===== src/rtl/cdx_cfg.svh =====
`ifndef CDX_CFG_SVH
`define CDX_CFG_SVH

// Register port offsets
`define CDX_REG_ACC 8'h00
`define CDX_REG_STAT 8'h01
`define CDX_REG_PCL 8'h02
`define CDX_REG_TMR 8'h03
`define CDX_REG_CTRL 8'h04

// Control register fields
`define CDX_CTRL_RUN 0
`define CDX_CTRL_TFCLR 1

// Reset values
`define CDX_RST_BYTE 8'h00
`define CDX_RST_PC 12'h000
`define CDX_RST_RUN 1'b0

// Stack and register bank layout in internal data memory
`define CDX_STACK_BASE 6'h08
`define CDX_BANK1_BASE 6'h18

// Timer prescale: terminal value of the cycle divider
`define CDX_TMR_PRESCALE 5'h1f

`endif


===== src/rtl/cdx_pkg.sv =====
package cdx_pkg;

  typedef enum logic [1:0] {
    CDX_ST_FETCH = 2'b01,
    CDX_ST_EXEC2 = 2'b10
  } cdx_state_t;

  typedef enum logic [1:0] {
    CDX_CNT_STOP = 2'h0,
    CDX_CNT_TIMER = 2'h1,
    CDX_CNT_EVENT = 2'h2
  } cdx_cnt_t;

  typedef enum logic [1:0] {
    CDX_EXP_READ = 2'h0,
    CDX_EXP_WRITE = 2'h1,
    CDX_EXP_OR = 2'h2,
    CDX_EXP_AND = 2'h3
  } cdx_exp_cmd_t;

  // Port expander command group
  typedef struct packed {
    logic strobe;
    cdx_exp_cmd_t cmd;
    logic [1:0] port;
    logic [3:0] data;
  } cdx_exp_t;

  // External data memory access group
  typedef struct packed {
    logic rd;
    logic wr;
    logic [7:0] addr;
  } cdx_xmem_t;

endpackage : cdx_pkg


===== src/rtl/cdx_core.sv =====
`timescale 1ns/1ps
`default_nettype none
`include "cdx_cfg.svh"

module cdx_core (
  input wire logic clk_i,
  input wire logic sys_rst_i,
  input wire logic code_valid_i,
  input wire logic [7:0] code_byte_i,
  output logic code_ready_o,
  output logic [11:0] pc_o,
  input wire logic mem_bank_i,
  input wire logic [7:0] bus_i,
  output logic [7:0] bus_o,
  output logic bus_oe_n_o,
  output cdx_pkg::cdx_xmem_t xmem_o,
  input wire logic [7:0] p1_i,
  input wire logic [7:0] p2_i,
  output logic [7:0] p1_o,
  output logic [7:0] p2_o,
  output cdx_pkg::cdx_exp_t exp_o,
  input wire logic [3:0] exp_data_i,
  input wire logic t1_i,
  output logic tmr_irq_o,
  input wire logic [7:0] reg_addr_i,
  input wire logic [7:0] reg_wdata_i,
  input wire logic reg_wr_i,
  input wire logic reg_rd_i,
  output logic [7:0] reg_rdata_o
);

  cdx_pkg::cdx_state_t st_q, st_d;
  cdx_pkg::cdx_cnt_t cnt_q, cnt_d;
  cdx_pkg::cdx_exp_t exp_q, exp_d;
  cdx_pkg::cdx_xmem_t xm_q, xm_d;
  logic [7:0] ram_q [0:63];
  logic [7:0] ram_d [0:63];
  logic [7:0] acc_q, acc_d, op_q, op_d, tmr_q, tmr_d;
  logic [7:0] bus_lat_q, bus_lat_d, bus_dat_q, bus_dat_d;
  logic [7:0] p1_q, p1_d, p2_q, p2_d, rdata_q, rdata_d;
  logic [11:0] pc_q, pc_d;
  logic [2:0] stk_q, stk_d;
  logic [4:0] pre_q, pre_d;
  logic cy_q, cy_d, aux_q, aux_d, usr0_q, usr0_d, usr1_q, usr1_d, bs_q, bs_d;
  logic tf_q, tf_d, tien_q, tien_d, run_q, run_d;
  logic bus_out_q, bus_out_d, bus_oe_n_q, bus_oe_n_d, t1_prev_q;
  logic take, take2, need_byte, tick;
  logic [5:0] r_idx, ind_idx, push_idx, pop_idx;
  logic [7:0] r_val, ind_val, b;

  // Working register address in the selected bank
  function automatic logic [5:0] reg_idx(input logic bank,
                                         input logic [2:0] r);
    reg_idx = (bank ? `CDX_BANK1_BASE : 6'h00) + {3'h0, r};
  endfunction : reg_idx

  // Two stack bytes per level
  function automatic logic [5:0] stk_idx(input logic [2:0] lvl);
    stk_idx = `CDX_STACK_BASE + {2'h0, lvl, 1'b0};
  endfunction : stk_idx

  function automatic logic two_cycle(input logic [7:0] o);
    two_cycle = (o[7:1] == 7'h40) || (o[7:1] == 7'h48) ||
                (o[7:4] == 4'h8 && o[3]) || (o[7:4] == 4'h9 && o[3]) ||
                (o[7:3] == 5'h01) || (o[7:3] == 5'h07) ||
                (o == 8'h02) || (o == 8'h83) || (o == 8'h93) ||
                (o[4:0] == 5'h14);
  endfunction : two_cycle

  function automatic logic imm_byte(input logic [7:0] o);
    imm_byte = (o[7:4] == 4'h8 || o[7:4] == 4'h9) && o[3:2] == 2'b10;
    imm_byte = imm_byte || (o[4:0] == 5'h14);
  endfunction : imm_byte

  assign b = code_byte_i;
  assign need_byte = imm_byte(op_q);
  assign code_ready_o = (st_q == cdx_pkg::CDX_ST_FETCH) ? run_q : need_byte;
  assign take = (st_q == cdx_pkg::CDX_ST_FETCH) && run_q && code_valid_i;
  assign take2 = (st_q == cdx_pkg::CDX_ST_EXEC2) &&
                 (!need_byte || code_valid_i);
  assign r_idx = reg_idx(bs_q, b[2:0]);
  assign r_val = ram_q[r_idx];
  assign ind_idx = ram_q[reg_idx(bs_q, {2'h0, b[0]})][5:0];
  assign ind_val = ram_q[ind_idx];
  assign push_idx = stk_idx(stk_q);
  assign pop_idx = stk_idx(stk_q - 3'h1);
  assign tick = (cnt_q == cdx_pkg::CDX_CNT_TIMER) &&
                (pre_q == `CDX_TMR_PRESCALE) ||
                (cnt_q == cdx_pkg::CDX_CNT_EVENT) && t1_prev_q && !t1_i;

  always_comb begin
    st_d = st_q;
    op_d = op_q;
    acc_d = acc_q;
    pc_d = pc_q;
    stk_d = stk_q;
    cy_d = cy_q;
    aux_d = aux_q;
    usr0_d = usr0_q;
    usr1_d = usr1_q;
    bs_d = bs_q;
    ram_d = ram_q;
    bus_lat_d = bus_lat_q;
    bus_out_d = bus_out_q;
    p1_d = p1_q;
    p2_d = p2_q;
    exp_d = exp_q;
    exp_d.strobe = 1'b0;
    xm_d = xm_q;
    xm_d.rd = 1'b0;
    xm_d.wr = 1'b0;
    tien_d = tien_q;
    cnt_d = cnt_q;
    tmr_d = tick ? tmr_q + 8'h01 : tmr_q;
    tf_d = tf_q;
    pre_d = (cnt_q == cdx_pkg::CDX_CNT_TIMER) ? pre_q + 5'h01 : 5'h00;
    run_d = run_q;
    rdata_d = `CDX_RST_BYTE;
    if (reg_wr_i && reg_addr_i == `CDX_REG_CTRL) begin
      run_d = reg_wdata_i[`CDX_CTRL_RUN];
      if (reg_wdata_i[`CDX_CTRL_TFCLR]) begin
        tf_d = 1'b0;
      end
    end
    // Overflow set beats a clear in the same cycle
    if (tick && tmr_q == 8'hff) begin
      tf_d = 1'b1;
    end
    if (take) begin
      pc_d = pc_q + 12'h001;
      op_d = b;
      if (two_cycle(b)) begin
        st_d = cdx_pkg::CDX_ST_EXEC2;
      end
      if (b[7:1] == 7'h40) begin
        xm_d.rd = 1'b1;
        xm_d.addr = ram_q[reg_idx(bs_q, {2'h0, b[0]})];
        bus_out_d = 1'b0;
      end else if (b[7:1] == 7'h48) begin
        xm_d.wr = 1'b1;
        xm_d.addr = ram_q[reg_idx(bs_q, {2'h0, b[0]})];
        bus_out_d = 1'b0;
      end else if (b[7:3] == 5'h05) begin
        acc_d = r_val;
        ram_d[r_idx] = acc_q;
      end else if (b[7:1] == 7'h10) begin
        acc_d = ind_val;
        ram_d[ind_idx] = acc_q;
      end else if (b[7:1] == 7'h18) begin
        acc_d = {acc_q[7:4], ind_val[3:0]};
        ram_d[ind_idx] = {ind_val[7:4], acc_q[3:0]};
      end else if (b[7:3] == 5'h19) begin
        ram_d[r_idx] = r_val - 8'h01;
      end else if (b[7:3] == 5'h03) begin
        ram_d[r_idx] = r_val + 8'h01;
      end else if (b[7:1] == 7'h08) begin
        ram_d[ind_idx] = ind_val + 8'h01;
      end else if (b[7:4] == 4'h8 && b[3:2] == 2'b11) begin
        exp_d = '{1'b1, cdx_pkg::CDX_EXP_OR, b[1:0], acc_q[3:0]};
      end else if (b[7:4] == 4'h9 && b[3:2] == 2'b11) begin
        exp_d = '{1'b1, cdx_pkg::CDX_EXP_AND, b[1:0], acc_q[3:0]};
      end else if (b[7:2] == 6'h03) begin
        exp_d = '{1'b1, cdx_pkg::CDX_EXP_READ, b[1:0], 4'h0};
      end else if (b[7:2] == 6'h0f) begin
        exp_d = '{1'b1, cdx_pkg::CDX_EXP_WRITE, b[1:0], acc_q[3:0]};
      end else if (b == 8'h08) begin
        xm_d.rd = 1'b1;
      end else begin
        case (b)
          8'ha7: cy_d = ~cy_q;
          8'h95: usr0_d = ~usr0_q;
          8'hb5: usr1_d = ~usr1_q;
          8'h97: cy_d = 1'b0;
          8'h85: usr0_d = 1'b0;
          8'ha5: usr1_d = 1'b0;
          8'h25: tien_d = 1'b1;
          8'h35: tien_d = 1'b0;
          8'h42: acc_d = tmr_q;
          8'h62: tmr_d = acc_q;
          8'h45: cnt_d = cdx_pkg::CDX_CNT_EVENT;
          8'h55: cnt_d = cdx_pkg::CDX_CNT_TIMER;
          8'h65: cnt_d = cdx_pkg::CDX_CNT_STOP;
          default: ;
        endcase
      end
    end
    if (take2) begin
      st_d = cdx_pkg::CDX_ST_FETCH;
      if (need_byte) begin
        pc_d = pc_q + 12'h001;
      end
      if (op_q[7:1] == 7'h40 || op_q == 8'h08) begin
        acc_d = bus_i;
      end else if (op_q == 8'h98) begin
        bus_lat_d = bus_lat_q & b;
      end else if (op_q == 8'h88) begin
        bus_lat_d = bus_lat_q | b;
      end else if (op_q == 8'h99 || op_q == 8'h9a) begin
        p1_d = op_q[0] ? p1_q & b : p1_q;
        p2_d = op_q[1] ? p2_q & b : p2_q;
      end else if (op_q == 8'h89 || op_q == 8'h8a) begin
        p1_d = op_q[0] ? p1_q | b : p1_q;
        p2_d = op_q[1] ? p2_q | b : p2_q;
      end else if (op_q == 8'h09 || op_q == 8'h0a) begin
        acc_d = op_q[0] ? p1_i : p2_i;
      end else if (op_q[7:2] == 6'h03) begin
        acc_d = {4'h0, exp_data_i};
      end else if (op_q == 8'h02) begin
        bus_lat_d = acc_q;
        bus_out_d = 1'b1;
      end else if (op_q == 8'h39) begin
        p1_d = acc_q;
      end else if (op_q == 8'h3a) begin
        p2_d = acc_q;
      end else if (op_q == 8'h83 || op_q == 8'h93) begin
        stk_d = stk_q - 3'h1;
        pc_d = {ram_q[pop_idx + 6'h01][3:0], ram_q[pop_idx]};
        if (op_q[4]) begin
          {cy_d, aux_d, usr0_d, bs_d} = ram_q[pop_idx + 6'h01][7:4];
        end
      end else if (op_q[4:0] == 5'h14) begin
        ram_d[push_idx] = pc_d[7:0];
        ram_d[push_idx + 6'h01] = {cy_q, aux_q, usr0_q, bs_q, pc_d[11:8]};
        stk_d = stk_q + 3'h1;
        pc_d = {mem_bank_i, op_q[7:5], b};
      end
    end
    if (reg_rd_i) begin
      if (reg_addr_i == `CDX_REG_ACC) begin
        rdata_d = acc_q;
      end else if (reg_addr_i == `CDX_REG_STAT) begin
        rdata_d = {cy_q, aux_q, usr0_q, bs_q, 1'b1, stk_q};
      end else if (reg_addr_i == `CDX_REG_PCL) begin
        rdata_d = pc_q[7:0];
      end else if (reg_addr_i == `CDX_REG_TMR) begin
        rdata_d = tmr_q;
      end else if (reg_addr_i == `CDX_REG_CTRL) begin
        rdata_d = {3'h0, usr1_q, tf_q, tien_q, cnt_q != cdx_pkg::CDX_CNT_STOP,
                   run_q};
      end else begin
        rdata_d = `CDX_RST_BYTE;
      end
    end
    // External write drives the data; otherwise the latch shows when output
    bus_dat_d = xm_d.wr ? acc_q : bus_lat_d;
    bus_oe_n_d = !(xm_d.wr || bus_out_d);
  end

  always_ff @(posedge clk_i) begin
    if (sys_rst_i) begin
      st_q <= cdx_pkg::CDX_ST_FETCH;
      op_q <= `CDX_RST_BYTE;
      acc_q <= `CDX_RST_BYTE;
      pc_q <= `CDX_RST_PC;
      stk_q <= 3'h0;
      {cy_q, aux_q, usr0_q, usr1_q, bs_q} <= 5'h00;
      for (int i = 0; i < 64; i++) begin
        ram_q[i] <= `CDX_RST_BYTE;
      end
      bus_lat_q <= `CDX_RST_BYTE;
      bus_dat_q <= `CDX_RST_BYTE;
      bus_out_q <= 1'b0;
      bus_oe_n_q <= 1'b1;
      p1_q <= 8'hff;
      p2_q <= 8'hff;
      exp_q <= '0;
      xm_q <= '0;
      tien_q <= 1'b0;
      cnt_q <= cdx_pkg::CDX_CNT_STOP;
      tmr_q <= `CDX_RST_BYTE;
      tf_q <= 1'b0;
      pre_q <= 5'h00;
      t1_prev_q <= 1'b0;
      run_q <= `CDX_RST_RUN;
      rdata_q <= `CDX_RST_BYTE;
    end else begin
      st_q <= st_d;
      op_q <= op_d;
      acc_q <= acc_d;
      pc_q <= pc_d;
      stk_q <= stk_d;
      {cy_q, aux_q, usr0_q, usr1_q, bs_q} <=
        {cy_d, aux_d, usr0_d, usr1_d, bs_d};
      ram_q <= ram_d;
      bus_lat_q <= bus_lat_d;
      bus_dat_q <= bus_dat_d;
      bus_out_q <= bus_out_d;
      bus_oe_n_q <= bus_oe_n_d;
      p1_q <= p1_d;
      p2_q <= p2_d;
      exp_q <= exp_d;
      xm_q <= xm_d;
      tien_q <= tien_d;
      cnt_q <= cnt_d;
      tmr_q <= tmr_d;
      tf_q <= tf_d;
      pre_q <= pre_d;
      t1_prev_q <= t1_i;
      run_q <= run_d;
      rdata_q <= rdata_d;
    end
  end

  assign pc_o = pc_q;
  assign bus_o = bus_dat_q;
  assign bus_oe_n_o = bus_oe_n_q;
  assign xmem_o = xm_q;
  assign p1_o = p1_q;
  assign p2_o = p2_q;
  assign exp_o = exp_q;
  assign tmr_irq_o = tf_q && tien_q;
  assign reg_rdata_o = rdata_q;

  property flag_keep_p;
    @(posedge clk_i) disable iff (sys_rst_i)
      take && b == 8'ha7 |=> cy_q != $past(cy_q) && usr0_q == $past(usr0_q);
  endproperty

  swap_reg_a: assert property (
    @(posedge clk_i) disable iff (sys_rst_i)
    take && b[7:3] == 5'h05 |=> acc_q == $past(r_val))
    else $error("register swap lost the value");
  invert_carry_a: assert property (flag_keep_p)
    else $error("carry invert wrong");
  clear_user0_a: assert property (
    @(posedge clk_i) disable iff (sys_rst_i)
    take && b == 8'h85 |=> !usr0_q && cy_q == $past(cy_q))
    else $error("flag zero clear wrong");
  xmove_release_a: assert property (
    @(posedge clk_i) disable iff (sys_rst_i)
    take && b[7:1] == 7'h40 |=> !bus_out_q && xm_q.rd)
    else $error("external move kept bus driven");
  bus_drive_a: assert property (
    @(posedge clk_i) disable iff (sys_rst_i)
    take && b == 8'h02 |-> ##2 !bus_oe_n_o && bus_o == $past(acc_q, 2))
    else $error("bus write not driven");
  exp_read_a: assert property (
    @(posedge clk_i) disable iff (sys_rst_i)
    take && b[7:2] == 6'h03 |-> ##2 acc_q[7:4] == 4'h0)
    else $error("expander read upper bits not zero");
  two_cycle_a: assert property (
    @(posedge clk_i) disable iff (sys_rst_i)
    take && b == 8'h39 |=> st_q == cdx_pkg::CDX_ST_EXEC2 ##1
    st_q == cdx_pkg::CDX_ST_FETCH && p1_o == $past(acc_q, 2))
    else $error("port write timing wrong");
  call_stack_a: assert property (
    @(posedge clk_i) disable iff (sys_rst_i)
    take2 && op_q[4:0] == 5'h14 |=> stk_q == $past(stk_q) + 3'h1 &&
    pc_o[10:0] == {$past(op_q[7:5]), $past(b)})
    else $error("call did not load address");
  stack_pop_a: assert property (
    @(posedge clk_i) disable iff (sys_rst_i)
    take2 && op_q == 8'h83 |=> stk_q == $past(stk_q) - 3'h1)
    else $error("return did not pop");

  call_c: cover property (@(posedge clk_i) take && b[4:0] == 5'h14);
  exit_status_c: cover property (@(posedge clk_i) take && b == 8'h93);
  xread_c: cover property (@(posedge clk_i) take && b[7:1] == 7'h40);
  ovf_c: cover property (@(posedge clk_i) tick && tmr_q == 8'hff);

endmodule : cdx_core

`default_nettype wire


===== config.mk =====
export PLATFORM = sky130hd
export DESIGN_NAME = cdx_core
export DESIGN_NICKNAME = d
export VERILOG_FILES = /design/src/rtl/cdx_pkg.sv /design/src/rtl/cdx_core.sv
export VERILOG_INCLUDE_DIRS = /design/src /design/src/rtl
export SDC_FILE = /design/constraint.sdc
export NUM_CORES = 2
export LEC_CHECK = 0
export ABC_CLOCK_PERIOD_IN_PS = 4850
export CAP_MARGIN = 40
export CORE_MARGIN = 4
export CORE_UTILIZATION = 25
export CTS_BUF_LIST = sky130_fd_sc_hd__clkbuf_4
export CTS_CLUSTER_SIZE = 24
export DETAILED_ROUTE_END_ITERATION = 10
export DONT_BUFFER_PORTS = 1
export PLACE_DENSITY_LB_ADDON = 0.05
export SETUP_SLACK_MARGIN = 0.4
export SYNTH_ARGS = -nofsm -noshare
export SYNTH_HDL_FRONTEND = slang
export SYNTH_SLANG_ARGS = --single-unit

===== constraint.sdc =====
create_clock -name clk_i -period 4.85 [get_ports clk_i]
set_input_delay 0.2425 -clock clk_i [delete_from_list [all_inputs] [get_ports clk_i]]
set_output_delay 0.2425 -clock clk_i [all_outputs]
set_load 0.005 [all_outputs]

==> run_results.csv <==
group,metric,value,unit
outcome,status,"finished, violations left",
outcome,violations,"negative hold slack",
sta,fin_skew,0.133,ns
clocking,cts_root_buf,"clkbuf_4",
die,rows,151,
sta,setup_violations,0,
yosys,ys_seq_elements,630,
sta,relSlewSlack,0.0562,
yosys,yosysMostFrequentCell,"nor2_1",
grt,grtUsageTotal,0.311,
grt,grt_pass1_vias,49600,
yosys,synth_top_area_share,0.295,
clocking,clock_path_buffers,3,
grt,globalRouteOverflowTotal,0,
yosys,synth.area.top_cells,"dfxtp_1 (29%), nor2_1 (7.0%), mux2i_1 (6.7%)",
critical_path,cp-start-kind,"register",
clocking,clk_pin_slew,0.07,ns
sta,min_period,4.84,ns
yosys,synth.area.mux_share,0.132,
critical_path,cp.required,6.13,ns
layout,nNetsFinal,6386,
clocking,clk_latency,1.37,ns
yosys,synth_common_cells,"nor2_1 (792), nand2_1 (648), dfxtp_1 (630)",
clocking,tritoncts,"done",
power_and_ir_drop,p_leak,19.6,nW
drt,via_per_inst,6.08,
power_and_ir_drop,irDropWorstVdd,258,µV
yosys,synth_ff_type,"dfxtp_1",
sta,tns,0,ns
die,die_w,422,µm
yosys,synth_nets,5656,
yosys,yosysWarnings,0,
sta,post-route-period-util,0.997,
yosys,synthXorXnorAreaFrac,0.0109,
power_and_ir_drop,power.total,11.2,mW
drt,routedWlPerCell,33.7,µm
layout,syn_to_final_growth,35.2,%
placed_design,hpwl,195,mm
die,die_h,422,µm
sta,drv_slew,0,
yosys,postSynthCellCount,5583,
sta,worstMarginPinSlew,1.42,ns
job,cap_violations,0,
power_and_ir_drop,power.density,194,nW/µm²
grt,grt_max_degree,609,
drt,drc,0,
drt,dr.pass1.iters,7,
drt,totalWireLength,293,mm
die,die_area,178000,µm²
layout,fin_util,0.341,
sta,max_freq,207,MHz
critical_path,endpoint_kind,"register",
drt,drt_first_iter_violations,6390,
placed_design,io_buffers,0,
sta,rsz0062_at_grt,"true",
clocking,htreeDepth,4,
yosys,yosys.area_share.simple,0.210,
layout,fillers,18200,
yosys,synth-edff-count,0,
grt,met1_usage,0.421,
yosys,ys_types,90,
critical_path,max_stage_delay,0.79,ns
yosys,synth_compound_area_frac,0.296,
yosys,async_flop_share,0,
die,core_area,170000,µm²
grt,global_route.peak_usage_layer,"met2",
worst_hold_path,hold_class,"input pin to register",
critical_path,worstPathMaxFanout,8,
yosys,synth_area,42800,µm²
drt,num_vias,52800,
critical_path,cp.arrival,6.12,ns
yosys,synth-adder-area-share,0.00410,
grt,met3_usage,0.0689,
clocking,clock-sinks,630,
yosys,syn_area_per_cell,7.66,µm²
yosys,synth_top_family_by_area,"compound AO/OA/AOI/OAI gates",
grt,use_met2,0.471,
clocking,cts_buffers,205,
critical_path,critical_path_buf_inv_count,9,
critical_path,crit_chain,"mux4_4, buf_6, and2_4, buf_12, buf_12, a221oi_2, a211o_1, nand4_1, nor3_4, buf_6, nand2_4, ha_4, buf_6, buf_6, xnor2_4, buf_12, buf_12, a21oi_1, a211o_1, a311oi_2, buf_4",
sta,hold_violations,416,
grt,grt_pass1_wl,401,mm
sta,whs,-0.861,ns
critical_path,cp_slowest_cell,"mux4_4",
die,io_pins,125,
grt,antenna_found_initial,23,
critical_path,crit_type,"register to register",
critical_path,critPathTopFamily,"buffers and inverters",
die,initial_utilization,0.252,
yosys,ys_seq_area_frac,0.295,
yosys,synth_top_area_cell,"dfxtp_1",
layout,drive_gt1_frac,0.217,
drt,ant_nets,0,
placed_design,routabilityCongestion,0.955,
report_power, final:
part | internal (mW) | switching, mW
Clock | 2.82 | 2.91
Combinational | 0.117 | 0.205
Sequential | 5.17 | 0.00209
cells by family after synthesis:
| logic type | after synthesis |
|---|---|
| xor+xnor | 53 |
| compound gates | 1859 |
| fa+ha+maj | 14 |
| mux | 430 |
| flops | 630 |
| buf+inv | 545 |
| simple gates | 2052 |
cell usage in the layout (no fill, tap or decap), drive strengths merged, types with 255 or more instances in the layout:
cell,netlist,layout
o21ai,407,407
clkbuf,401,305
nor2,794,794
nor3,255,255
mux2i,289,289
dfxtp,630,630
nand2,649,649
dlygate4sd3,0,395
buf,113,631
a21oi,396,396
per-layer routing:
metal / wire (µm) / share of wire
met1: 125000 / 0.43
met5: 13 / 0.000044
met3: 26300 / 0.090
met2: 124000 / 0.42
met4: 16600 / 0.057
area by class of cell:
cell class              instances  area (µm²)  share of cell area
inverters                      31         116             0.00201
clock inverters                45         241             0.00418
clock buffers                 296        2220              0.0384
repair buffers               1036       10100               0.175
diodes                         19        47.5            0.000822
well taps                    2218        2780              0.0480
multi-input cells            4409       29600               0.513
flip-flops and latches        630       12600               0.219
metrics by stage:
| step | setup WS (ns) | instances | instance area (µm²) |
|---|---|---|---|
| after floorplan | 0.401 | 5583 | 42800 |
| after global placement | -0.345 | 7821 | 48200 |
| after detailed placement | -0.390 | 7836 | 48400 |
| after CTS | 0.153 | 8605 | 55700 |
| after global routing | -0.0977 | 8672 | 57800 |
| final | 0.0124 | 8684 | 57800 |
path summary, 6_finish.rpt:
path / startpoint / slack (ns) / cells after the start / end
hold / removal: sys_rst_i / -0.86 / 1 / register
hold reg to reg: register / 0.45 / 2 / register
setup / recovery: bs_q$_SDFFE_PP0P_ / 0.01 / 21 / register
setup reg to reg: bs_q$_SDFFE_PP0P_ / 0.01 / 21 / register
timing repair:
item	in CTS	in global routing
endpoints found under the setup margin	484	426
resized for setup	84	288
pin swaps	30	69
hold buffers	395	5
setup buffers	27	44
hold endpoints to repair	630	457
cloned	6	9
(Power assumes the default switching activity.)
